$ cat src/tmr_defines.svh
/*
 * Register offsets, field positions, reset values and fixed TOP values
 * of the 16-bit PWM timer. Assumes an 8-bit APB byte address.
 */
`ifndef TMR_DEFINES_SVH
`define TMR_DEFINES_SVH

// ==========================================================
// Register byte offsets
`define TMR_OFS_CTRL 8'h00
`define TMR_OFS_COUNT 8'h04
`define TMR_OFS_CMP_A 8'h08
`define TMR_OFS_CMP_B 8'h0C
`define TMR_OFS_CAPTOP 8'h10
`define TMR_OFS_FLAGS 8'h14
`define TMR_OFS_STATUS 8'h18
`define TMR_OFS_ACT_A 8'h1C
`define TMR_OFS_ACT_B 8'h20

// ==========================================================
// Control fields
`define TMR_CTRL_MODE 3:0
`define TMR_CTRL_COM_A 5:4
`define TMR_CTRL_COM_B 7:6
`define TMR_CTRL_PRESC 10:8
`define TMR_CTRL_SRST 11
`define TMR_CTRL_DIR_A 12
`define TMR_CTRL_DIR_B 13
`define TMR_CTRL_W 14
`define TMR_CTRL_RST 14'h0000

// ==========================================================
// Flag and status bits
`define TMR_FLG_OVF 0
`define TMR_FLG_CMP_A 1
`define TMR_FLG_CMP_B 2
`define TMR_FLG_CAP 3
`define TMR_ST_DOWN 0
`define TMR_ST_OC_A 1
`define TMR_ST_OC_B 2

// ==========================================================
// Fixed TOP values and prescaler limits
`define TMR_TOP_8BIT 16'h00FF
`define TMR_TOP_9BIT 16'h01FF
`define TMR_TOP_10BIT 16'h03FF
`define TMR_TOP_MAX 16'hFFFF
`define TMR_PRE_LIM_1 10'h000
`define TMR_PRE_LIM_8 10'h007
`define TMR_PRE_LIM_64 10'h03F
`define TMR_PRE_LIM_256 10'h0FF
`define TMR_PRE_LIM_1024 10'h3FF

`endif

$ cat src/tmr_pkg.sv
/*
 * Types of the 16-bit PWM timer.
 * Assumes nothing beyond a SystemVerilog compiler.
 */
package tmr_pkg;
  typedef enum logic {TMR_UP, TMR_DOWN} tmr_dir_t;
  typedef enum logic [1:0] {TMR_IDLE, TMR_FAST, TMR_PHASE} tmr_kind_t;
  typedef enum logic [1:0] {TMR_TOP_FIXED, TMR_TOP_CAP, TMR_TOP_CMPA} tmr_topsrc_t;
endpackage : tmr_pkg

$ cat src/tmr_pwm.sv
/*
 * 16-bit timer with fast PWM and phase correct PWM waveform generation,
 * two compare channels, APB register access.
 * Assumes an APB master on pclk and compare pins resolved outside.
 */
// Notes on behaviour
// - Modes 5, 6, 7, 14, 15 run fast PWM, counting up then restarting.
// - Fast PWM TOP is 0xFF, 0x1FF, 0x3FF, capture or compare A.
// - Fast PWM counter clears to zero on the tick after it equals TOP.
// - Fast PWM mode two clears on match, sets at BOTTOM; three inverts.
// - Fast PWM sets overflow at TOP, plus compare A or capture flag.
// - Each channel flag sets when counter equals its active compare value.
// - Fixed TOP masks upper compare bits on any compare write.
// - Capture TOP is unbuffered; missed TOP wraps through 0xFFFF first.
// - Fast PWM compare writes buffered; active loads at TOP with clear.
// - Fast PWM compare zero gives spike; compare TOP gives constant level.
// - Fast PWM channel A mode one toggles on each match.
// - Modes 1, 2, 3, 10, 11 run phase correct PWM, up then down.
// - Phase correct TOP is 0xFF, 0x1FF, 0x3FF, capture or compare A.
// - Phase correct counter holds TOP one tick before counting down.
// - Phase correct mode two clears on up match, sets on down match.
// - Phase correct sets overflow flag each time counter reaches BOTTOM.
// - Phase correct loads compares at TOP, setting compare A or capture flag.
// - Phase correct compare BOTTOM stays low, TOP stays high, inverted flips.
// - Counter advances only on prescaled tick of 1, 8, 64, 256, 1024.
// - Output mode zero leaves compare output state unchanged.
// - System reset clears each compare output state to zero.
`include "tmr_defines.svh"

module tmr_pwm import tmr_pkg::*; (
  input wire logic pclk,
  input wire logic presetn,
  input wire logic psel,
  input wire logic penable,
  input wire logic pwrite,
  input wire logic [7:0] paddr,
  input wire logic [31:0] pwdata,
  output logic [31:0] prdata,
  output logic pready,
  output logic pslverr,
  output logic compare_output_a,
  output logic compare_output_a_oe_n,
  output logic compare_output_b,
  output logic compare_output_b_oe_n
);

  // ==========================================================
  // Mode decoding
  function automatic tmr_kind_t mode_kind(input logic [3:0] m);
    unique case (m)
      4'h5, 4'h6, 4'h7, 4'hE, 4'hF: mode_kind = TMR_FAST;
      4'h1, 4'h2, 4'h3, 4'hA, 4'hB: mode_kind = TMR_PHASE;
      default: mode_kind = TMR_IDLE;
    endcase
  endfunction : mode_kind

  function automatic tmr_topsrc_t top_src(input logic [3:0] m);
    unique case (m)
      4'hE, 4'hA: top_src = TMR_TOP_CAP;
      4'hF, 4'hB: top_src = TMR_TOP_CMPA;
      default: top_src = TMR_TOP_FIXED;
    endcase
  endfunction : top_src

  // Fixed TOP doubles as the compare mask
  function automatic logic [15:0] fixed_top(input logic [3:0] m);
    unique case (m)
      4'h1, 4'h5: fixed_top = `TMR_TOP_8BIT;
      4'h2, 4'h6: fixed_top = `TMR_TOP_9BIT;
      4'h3, 4'h7: fixed_top = `TMR_TOP_10BIT;
      default: fixed_top = `TMR_TOP_MAX;
    endcase
  endfunction : fixed_top

  function automatic logic [9:0] presc_limit(input logic [2:0] s);
    unique case (s)
      3'h1: presc_limit = `TMR_PRE_LIM_1;
      3'h2: presc_limit = `TMR_PRE_LIM_8;
      3'h3: presc_limit = `TMR_PRE_LIM_64;
      3'h4: presc_limit = `TMR_PRE_LIM_256;
      default: presc_limit = `TMR_PRE_LIM_1024;
    endcase
  endfunction : presc_limit

  // ==========================================================
  // State
  logic [`TMR_CTRL_W-1:0] ctrl_r, ctrl_nxt;
  logic [15:0] count_value_r, count_value_nxt;
  logic [15:0] capture_top_value_r, capture_top_value_nxt;
  logic [15:0] buf_r [2];
  logic [15:0] buf_nxt [2];
  logic [15:0] act_r [2];
  logic [15:0] act_nxt [2];
  logic [1:0] oc_r, oc_nxt;
  logic [1:0] oe_n_r, oe_n_nxt;
  logic [3:0] flags_r, flags_nxt;
  tmr_dir_t dir_r, dir_nxt;
  logic [9:0] presc_r, presc_nxt;
  logic [31:0] prdata_r, prdata_nxt;
  logic pready_r, pready_nxt;
  logic pslverr_r, pslverr_nxt;

  // ==========================================================
  // Next-state logic
  always_comb begin
    logic [3:0] mode;
    logic [1:0] com [2];
    tmr_kind_t kind;
    tmr_topsrc_t tsrc;
    logic [15:0] top;
    logic [15:0] mask;
    logic tick;
    logic at_top;
    logic up_ph;
    logic match;
    logic [3:0] fset;
    logic [3:0] fclr;
    logic acc;
    logic wr;
    logic cmp_wr;
    match = 1'b0;
    mode = ctrl_r[`TMR_CTRL_MODE];
    com[0] = ctrl_r[`TMR_CTRL_COM_A];
    com[1] = ctrl_r[`TMR_CTRL_COM_B];
    kind = mode_kind(mode);
    tsrc = top_src(mode);
    mask = fixed_top(mode);
    unique case (tsrc)
      TMR_TOP_CAP: top = capture_top_value_r;
      TMR_TOP_CMPA: top = act_r[0];
      default: top = mask;
    endcase
    at_top = count_value_r == top;
    fset = 4'h0;
    fclr = 4'h0;

    ctrl_nxt = ctrl_r;
    ctrl_nxt[`TMR_CTRL_SRST] = 1'b0;
    count_value_nxt = count_value_r;
    capture_top_value_nxt = capture_top_value_r;
    buf_nxt = buf_r;
    act_nxt = act_r;
    oc_nxt = oc_r;
    dir_nxt = dir_r;

    // Prescaled timer tick
    tick = ctrl_r[`TMR_CTRL_PRESC] != 3'h0 && presc_r == presc_limit(ctrl_r[`TMR_CTRL_PRESC]);
    if (ctrl_r[`TMR_CTRL_PRESC] == 3'h0 || tick) begin
      presc_nxt = 10'h000;
    end else begin
      presc_nxt = presc_r + 10'h001;
    end

    // Phase of a match: TOP counts as falling, BOTTOM as rising
    up_ph = (dir_r == TMR_UP && !at_top) || (dir_r == TMR_DOWN && count_value_r == 16'h0000);

    // Counter
    if (tick && kind == TMR_FAST) begin
      if (at_top) begin
        count_value_nxt = 16'h0000;
        fset[`TMR_FLG_OVF] = 1'b1;
        act_nxt = buf_r;
        if (tsrc == TMR_TOP_CAP) begin
          fset[`TMR_FLG_CAP] = 1'b1;
        end
        if (tsrc == TMR_TOP_CMPA) begin
          fset[`TMR_FLG_CMP_A] = 1'b1;
        end
      end else begin
        count_value_nxt = count_value_r + 16'h0001;
      end
    end else if (tick && kind == TMR_PHASE) begin
      if (dir_r == TMR_UP) begin
        if (at_top) begin
          dir_nxt = TMR_DOWN;
          count_value_nxt = count_value_r - 16'h0001;
          act_nxt = buf_r;
          if (tsrc == TMR_TOP_CAP) begin
            fset[`TMR_FLG_CAP] = 1'b1;
          end
          if (tsrc == TMR_TOP_CMPA) begin
            fset[`TMR_FLG_CMP_A] = 1'b1;
          end
        end else begin
          count_value_nxt = count_value_r + 16'h0001;
        end
      end else begin
        if (count_value_r == 16'h0000) begin
          dir_nxt = TMR_UP;
          count_value_nxt = 16'h0001;
          fset[`TMR_FLG_OVF] = 1'b1;
        end else begin
          count_value_nxt = count_value_r - 16'h0001;
        end
      end
    end

    // Compare channels
    for (int i = 0; i < 2; i++) begin
      match = count_value_r == act_r[i];
      if (tick && kind != TMR_IDLE && match) begin
        fset[`TMR_FLG_CMP_A + i] = 1'b1;
      end
      if (tick && kind == TMR_FAST) begin
        unique case (com[i])
          2'h2: begin
            if (at_top) begin
              oc_nxt[i] = 1'b1;
            end else if (match) begin
              oc_nxt[i] = 1'b0;
            end
          end
          2'h3: begin
            if (at_top) begin
              oc_nxt[i] = 1'b0;
            end else if (match) begin
              oc_nxt[i] = 1'b1;
            end
          end
          2'h1: begin
            if (i == 0 && match) begin
              oc_nxt[i] = ~oc_r[i];
            end
          end
          2'h0: oc_nxt[i] = oc_r[i];
        endcase
      end else if (tick && kind == TMR_PHASE && match) begin
        unique case (com[i])
          2'h2: oc_nxt[i] = ~up_ph;
          2'h3: oc_nxt[i] = up_ph;
          default: oc_nxt[i] = oc_r[i];
        endcase
      end
      oe_n_nxt[i] = !(ctrl_r[`TMR_CTRL_DIR_A + i] && com[i] != 2'h0);
    end

    // APB slave: one wait state, write at the completing edge
    acc = psel && penable && !pready_r;
    wr = psel && penable && pready_r && pwrite;
    pready_nxt = acc;
    pslverr_nxt = 1'b0;
    prdata_nxt = prdata_r;
    if (acc) begin
      prdata_nxt = 32'h0000_0000;
      unique case (paddr)
        `TMR_OFS_CTRL: prdata_nxt = {18'h0, ctrl_r};
        `TMR_OFS_COUNT: prdata_nxt = {16'h0, count_value_r};
        `TMR_OFS_CMP_A: prdata_nxt = {16'h0, buf_r[0]};
        `TMR_OFS_CMP_B: prdata_nxt = {16'h0, buf_r[1]};
        `TMR_OFS_CAPTOP: prdata_nxt = {16'h0, capture_top_value_r};
        `TMR_OFS_FLAGS: prdata_nxt = {28'h0, flags_r};
        `TMR_OFS_STATUS: prdata_nxt = {29'h0, oc_r, dir_r == TMR_DOWN};
        `TMR_OFS_ACT_A: prdata_nxt = {16'h0, act_r[0]};
        `TMR_OFS_ACT_B: prdata_nxt = {16'h0, act_r[1]};
        default: pslverr_nxt = 1'b1;
      endcase
    end

    cmp_wr = 1'b0;
    if (wr) begin
      unique case (paddr)
        `TMR_OFS_CTRL: ctrl_nxt = pwdata[`TMR_CTRL_W-1:0];
        `TMR_OFS_COUNT: count_value_nxt = pwdata[15:0];
        `TMR_OFS_CMP_A: begin
          buf_nxt[0] = pwdata[15:0];
          cmp_wr = 1'b1;
        end
        `TMR_OFS_CMP_B: begin
          buf_nxt[1] = pwdata[15:0];
          cmp_wr = 1'b1;
        end
        `TMR_OFS_CAPTOP: capture_top_value_nxt = pwdata[15:0];
        `TMR_OFS_FLAGS: fclr = pwdata[3:0];
        default: cmp_wr = 1'b0;
      endcase
    end
    if (cmp_wr) begin
      for (int i = 0; i < 2; i++) begin
        buf_nxt[i] = buf_nxt[i] & mask;
        if (kind == TMR_IDLE) begin
          act_nxt[i] = buf_nxt[i];
        end
      end
    end

    // Set wins over a clear in the same cycle
    flags_nxt = (flags_r & ~fclr) | fset;

    // Soft reset
    if (ctrl_r[`TMR_CTRL_SRST]) begin
      count_value_nxt = 16'h0000;
      capture_top_value_nxt = 16'h0000;
      buf_nxt[0] = 16'h0000;
      buf_nxt[1] = 16'h0000;
      act_nxt[0] = 16'h0000;
      act_nxt[1] = 16'h0000;
      flags_nxt = 4'h0;
      dir_nxt = TMR_UP;
    end
  end

  // ==========================================================
  // Registers
  always_ff @(posedge pclk or negedge presetn) begin
    if (!presetn) begin
      ctrl_r <= `TMR_CTRL_RST;
      count_value_r <= 16'h0000;
      capture_top_value_r <= 16'h0000;
      buf_r[0] <= 16'h0000;
      buf_r[1] <= 16'h0000;
      act_r[0] <= 16'h0000;
      act_r[1] <= 16'h0000;
      oc_r <= 2'h0;
      oe_n_r <= 2'h3;
      flags_r <= 4'h0;
      dir_r <= TMR_UP;
      presc_r <= 10'h000;
      prdata_r <= 32'h0000_0000;
      pready_r <= 1'b0;
      pslverr_r <= 1'b0;
    end else begin
      ctrl_r <= ctrl_nxt;
      count_value_r <= count_value_nxt;
      capture_top_value_r <= capture_top_value_nxt;
      buf_r <= buf_nxt;
      act_r <= act_nxt;
      oc_r <= oc_nxt;
      oe_n_r <= oe_n_nxt;
      flags_r <= flags_nxt;
      dir_r <= dir_nxt;
      presc_r <= presc_nxt;
      prdata_r <= prdata_nxt;
      pready_r <= pready_nxt;
      pslverr_r <= pslverr_nxt;
    end
  end

  assign prdata = prdata_r;
  assign pready = pready_r;
  assign pslverr = pslverr_r;
  assign compare_output_a = oc_r[0];
  assign compare_output_b = oc_r[1];
  assign compare_output_a_oe_n = oe_n_r[0];
  assign compare_output_b_oe_n = oe_n_r[1];

endmodule : tmr_pwm

$ cat config.mk
export PLATFORM = sky130hd
export DESIGN_NAME = tmr_pwm
export DESIGN_NICKNAME = d
export VERILOG_FILES = /design/src/tmr_pkg.sv /design/src/tmr_pwm.sv
export VERILOG_INCLUDE_DIRS = /design/src
export SDC_FILE = /design/constraint.sdc
export NUM_CORES = 1
export LEC_CHECK = 0
export BUFFER_PORTS_ARGS = -buffer_cell sky130_fd_sc_hd__buf_2
export CAP_MARGIN = 20
export CORE_UTILIZATION = 30
export DETAILED_ROUTE_END_ITERATION = 6
export REMOVE_ABC_BUFFERS = 1
export SLEW_MARGIN = 5
export SYNTH_ARGS = -nofsm -noshare
export SYNTH_HDL_FRONTEND = slang
export SYNTH_SLANG_ARGS = --single-unit
$ cat constraint.sdc
create_clock -name pclk -period 4.9 [get_ports pclk]
set_input_delay 0.245 -clock pclk [delete_from_list [all_inputs] [get_ports pclk]]
set_output_delay 0.245 -clock pclk [all_outputs]
set_load 0.01 [all_outputs]
# Word-level counts from Yosys, hierarchy flattened
# Memories as Yosys holds them, arrays and structs flattened.
# Index checks and enable logic that the tools add are counted.
[totals]
register_bits = 163
input_bits = 45
output_inout_bits = 38
latch_bits = 0
wordCells = 199
mem_bits_rw = 0
memories = 1
romBits = 32
[memory_table]
columns = ["name", "depth", "word_bits", "rd", "rd_ports_with_merged_regs", "write_ports", "line_no", "source"]
rows = [
  ["(name not given)", 16, 2, 1, 0, 0, "tmr_pwm.sv:50", "unique case (m)"],
]
[classes]
shifts = 0
n_reduce_logical = 50
mul = 0
add_sub_neg = 3
n_div = 0
n_lt_le_gt_ge = 0
n_eq_ne = 42
n_bitwise = 8
n_mux = 78
[ops]
columns = ["cell", "n"]
rows = [
  ["32-bit two-way mux", 9],
  ["16-bit two-way mux", 16],
  ["16-bit one-hot mux with 9 select lines", 1],
  ["16-bit == test", 3],
  ["16-bit one-hot mux with 3 select lines", 1],
  ["10-bit one-hot mux with 4 select lines", 1],
  ["1-bit two-way mux", 35],
  ["16-bit bitwise AND", 2],
  ["8-bit by 5-bit == test with 1-bit output (second input constant)", 4],
  ["16-bit one-hot mux with 2 select lines", 1],
  ["12-bit two-way mux", 2],
  ["2-bit nonzero test", 9],
  ["16-bit by 1-bit adder with 16-bit output (second input constant)", 1],
  ["4-bit == test (second input constant)", 4],
  ["8-bit by 4-bit == test with 1-bit output (second input constant)", 2],
  ["1-bit logical AND", 16],
  ["16-bit zero test", 1],
  ["4-bit inequality test (second input constant)", 4],
  ["16-bit by 1-bit subtractor with 16-bit output (second input constant)", 1],
  ["2-bit == test (second input constant)", 6],
  ["4-bit by 3-bit == test with 1-bit output (second input constant)", 3],
  ["4-bit two-way mux", 3],
  ["2-bit OR reduction", 6],
  ["10-bit by 1-bit adder with 10-bit output (second input constant)", 1],
  ["30 further kinds", 49],
]

# Depth between registers and ports, before layout
[depth]
word_depth = 13
mapped_depth = 17
ltp_nobuf = 12

# Least setup slack after synthesis
# No wires, ideal clock.
[synth_timing]
path_kind = "register to register"
start = "register ctrl_r[1]"
end = "register count_value_r[12]"
stages_incl_launch_ff = 17
arrival_ps = 3304
n_path_buf = 5
t_required_ps = 4799
slack_ps = 1495
setup_time_ps = 101
period_less_slack_ps = 3405
cell_sequence = "dfrtp_1 clkbuf_1 nand2_1 or2_2 ha_1 buf_2 buf_4 a221o_1 nor4b_1 a21oi_1 a22o_1 nor3_1 buf_2 buf_2 mux2i_1 a21oi_1 o32ai_1"
[synth_between]
elab_chain_cells = 13
elab_cells_between_ends = 34
cone_classes = "eq/ne (15); mux (11); reduce/logical (7); memory (1)"
[synth_lines]
columns = ["item", "line_no", "source"]
rows = [
  ["start, declared", "tmr_pwm.sv:87", "logic [`TMR_CTRL_W-1:0] ctrl_r, ctrl_nxt;"],
  ["start signal, assigned", "tmr_pwm.sv:306", "ctrl_r <= `TMR_CTRL_RST;"],
  ["start signal, assigned", "tmr_pwm.sv:322", "ctrl_r <= ctrl_nxt;"],
  ["4-bit == test", "tmr_pwm.sv:58", "unique case (m)"],
  ["2-bit OR reduction", "tmr_pwm.sv:58", ""],
  ["2-bit one-hot mux with 2 select lines", "tmr_pwm.sv:58", ""],
  ["2-bit == test / 2-bit by 1-bit == test with 1-bit output (equally long branches)", "tmr_pwm.sv:128", "unique case (tsrc)"],
  ["16-bit one-hot mux with 2 select lines", "tmr_pwm.sv:128", ""],
  ["16-bit == test", "tmr_pwm.sv:133", "at_top = count_value_r == top;"],
  ["16-bit two-way mux", "tmr_pwm.sv:174", "if (at_top) begin"],
  ["16-bit two-way mux", "tmr_pwm.sv:173", "if (dir_r == TMR_UP) begin"],
  ["16-bit two-way mux", "tmr_pwm.sv:172", "end else if (tick && kind == TMR_PHASE) begin"],
  ["16-bit two-way mux *", "tmr_pwm.sv:158", "if (tick && kind == TMR_FAST) begin"],
  ["16-bit two-way mux", "tmr_pwm.sv:261", "unique case (paddr)"],
  ["16-bit two-way mux *", "tmr_pwm.sv:260", "if (wr) begin"],
  ["16-bit two-way mux *", "tmr_pwm.sv:290", "if (ctrl_r[`TMR_CTRL_SRST]) begin"],
  ["named net count_value_nxt[12]", "tmr_pwm.sv:88", "logic [15:0] count_value_r, count_value_nxt;"],
  ["end signal, assigned", "tmr_pwm.sv:323", "count_value_r <= count_value_nxt;"],
  ["end, declared", "tmr_pwm.sv:88", ""],
]
# The timed path passes the listed nets; every way through them passes the cells marked *.
# A chain may end at the register's enable or synchronous reset.

==> run metrics <==
outcome=finished with violations; violated checks=design-rule violations; number of H-tree branching levels=4; Hold Path Class=in -> reg; Detailed Route WL=34.23 mm; maximum clock skew at final layout=0.01614 ns; die span in x=179.3 µm; Tot Pwr=approximately 0.0027 W; worst hold slack across all endpoints=approximately 0.12 ns; kind of capture point of the worst setup path=flop; final non-filler cell total=1,516; synthesized area per cell=around 8.6 µm²; met1 Track Usage GR=0.3006; source of the worst register-to-register timing path=ctrl_r[1]; Die Footprint=around 32,000 µm²; placed cell area=9970 µm²; synthesis-stage register bit count=between 100 and 150; CP Data Required Time=5.24 ns; via count of the first global-routing pass=8,539; Synth Flop Type=dfrtp_1; Die Y=179.3 µm; Boundary Pins=83; final routed wire length divided by cell count=22.58 µm; most common cell after layout, fill and taps aside=nand2_1; net count of the finished layout=1,158; Max Cap Violations=0; Setup violations, final=0; total CTS buffers=17; placed wire-length estimate after detailed placement=between 20 and 25 mm; Starting DRT DRC Count=1,084; Worst setup SP type=flop; Worst R2R Setup Slack=0.30 ns; post-route cell area=10,580 µm²; worst setup path startpoint=ctrl_r[1]; number of placed instances with taps included=about 1,500; overflow left after global routing=0; synthesized instance count=1,100; area added between synthesis and finish=12.14%; count of endpoints failing hold in the final timing report=0; start-to-end type of the worst setup path=reg -> reg; count of warnings emitted by yosys=0; Max IR drop VDD=0.0002194 V; Clock Root Buffer=clkbuf_16; number of vias per cell after detailed routing=5.966; core box area=a little over 30,000 µm²; Max Clock Freq=217.5 MHz; highest-count cells in the layout ignoring fill and taps=149 x nand2_1, 145 x dfrtp_1, 127 x nor2_1; Yosys top cell by area=dfrtp_1; worst slew pin tran=1.065 ns; data arrival time of the worst path=between 4 and 5 ns; reg-to-reg endpoint=act_r[27]; Pwr per Cell Area=258.8 nW/µm²; GRT Total Usage=0.2192; endpoint of the most critical setup path=act_r[27]; unrepaired setup endpoints after global routing=no; count of input and output buffers=50; final setup slack of the worst path=around 0.3 ns; register area share after synthesis=0.3903; CTS tree=built; routability-driven placement congestion ratio=roughly 0.94; wire length of the first global-routing pass=roughly 53 mm; CP max FO=19; Clock Latency Late Sink=0.44 ns; cts repair resizes=0; Worst Setup Slack post-DPL=0.4938 ns; Placement Rows=between 60 and 70; fraction of the cycle the final worst path needs=0.9384; Clock Pin Slew Worst Setup and Hold Paths=about 0.060 ns; synth unique cells=76; initial standard-cell utilization of the core=0.3067; pins over their slew limit=0; pin count of the biggest net entering global routing=58; vias post-DR=9,044; Top Usage Layer GRT=met2; length in cells of the worst reg-to-reg path=12; fraction of final layout cells sized beyond drive strength 1=0.1330; met2 capacity usage during global routing=0.3313; area share of the largest cell type after synthesis=0.3847; async set-reset flop share out of synthesis=1.000; netlist area before placement=9432 µm²; largest cells by area after synthesis=dfrtp_1 38%, xnor2_1 5.9%, nand2_1 5.9%; Sinks on Clock Net=147; Max-Slew Margin vs Limit=0.2871; Antenna diodes=0; first-pass iteration count of the detailed router=7; count of flip-flops with a built-in enable after synthesis=0; CTS Buffer Depth=2; count of antenna-violating nets left after detailed routing=0; DR DRC count=20; static leakage power=roughly 4.3 nW; minimum period implied by the final worst setup slack=4.598 ns; Global Route met3 Usage=0.05322; initial antenna violation count=0
## synthesized netlist by cell type, drive strengths merged, types with 3 or more instances
cell and number:
nand3 22, nor3b 5, ha 6, nand4 19, o21ai 41, or3 6
nand2 149, a221oi 30, nor4 21, nand2b 5, mux2 14, buf 38
nor3 27, a22o 37, o31ai 12, xnor2 64, a32oi 4, a211oi 7
o21bai 3, a22oi 29, a2111oi 4, a221o 5, dfrtp 145, and2 6
nor2 129, and3 14, o32ai 3, mux2i 8, inv 18, a21oi 61
or2 5, a21o 4, a41oi 4, xor2 10, o221ai 30, a31oi 12
nor2b 3, o211a 3, clkbuf 67
## logic make-up (layout without fill, tap and decap cells)
| group | count (synthesis) | count (layout) | share of synthesized area |
|---|---|---|---|
| and+or+nand+nor | 417 | 417 | 0.2030 |
| AOI/OAI and AO/OA | 309 | 309 | 0.2426 |
| DFF | 147 | 147 | 0.3903 |
| buffers and inverters | 124 | 129 | 0.06182 |
| xor gates and xnor gates | 74 | 74 | 0.06872 |
| muxes | 22 | 22 | 0.02521 |
| adders and majority gates | 6 | 6 | 0.007959 |
| other | 1 | 16 | 0.0003976 |
## power breakdown
group / switching, W / total (W) / internal, W
Combinational: 0.0000963 / 0.000131 / 0.0000342
Sequential: 0.0000142 / 0.00124 / 0.00123
Clock: 0.000571 / 0.00137 / 0.000794
## state kept, by name (all words and copies together), names as in the netlist
name	count
act_r	32
buf_r	32
capture_top_value_r	16
count_value_r	16
prdata	16
ctrl_r	14
presc_r	10
flags_r	4
oc_r	2
oe_n_r	2
dir_r	1
pready	1
pslverr	1
## how the worst min path moves through the flow
stage | from | to | slack (ns) | depth (start not counted)
after floorplan | presetn | act_r[0] | -0.05 | 0
after global placement | presetn | count_value_r[15] | 0.20 | 1
after detailed placement | presetn | count_value_r[15] | 0.20 | 1
after CTS | pwdata[1] | buf_r[1] | 0.11 | 3
after global routing | pwdata[1] | buf_r[1] | 0.13 | 3
final | pwdata[1] | buf_r[1] | 0.12 | 3
## stage by stage
stage               TNS (ns)  utilization
CTS                        0       0.3440
global placement           0       0.3242
floorplan             -2.919            -
finish                     0       0.3440
global route               0       0.3440
detailed placement         0       0.3242
## critical path: stages (launching register included)
cell	delay (ns)
dfrtp_1	0.54
nand2_1	0.07
or2_2	0.30
ha_1	0.77
nor2b_1	0.34
o21ai_0	0.32
a211o_1	0.36
nand3_1	0.22
nand3_4	0.27
o31ai_4	0.76
buf_4	0.28
nor2_2	0.04
nor4_2	0.23
## layout make-up
| type | count | area (µm²) |
|---|---|---|
| fill | 3195 | 20170 |
| multi-input combinational | 844 | 5250 |
| sequential | 147 | 3681 |
| tap | 396 | 495.5 |
| timing repair buffer | 78 | 481.7 |
| clock buffer | 22 | 474.2 |
| clock inverter | 10 | 122.6 |
| inverter | 19 | 71.32 |
## layer usage
| metal | vias to the layer above | share of wire |
|---|---|---|
| li1 | 4016 | - |
| met1 | 4486 | 0.44 |
| met2 | 472 | 0.44 |
| met3 | 70 | 0.093 |
| met4 | 0 | 0.032 |
| met5 | - | 0 |
## what timing repair did
action                    in CTS  in global routing
hold endpoints to repair      43                  0
hold buffers                   1                  0
buffers inserted               0                  0
(Power assumes the default switching activity.)
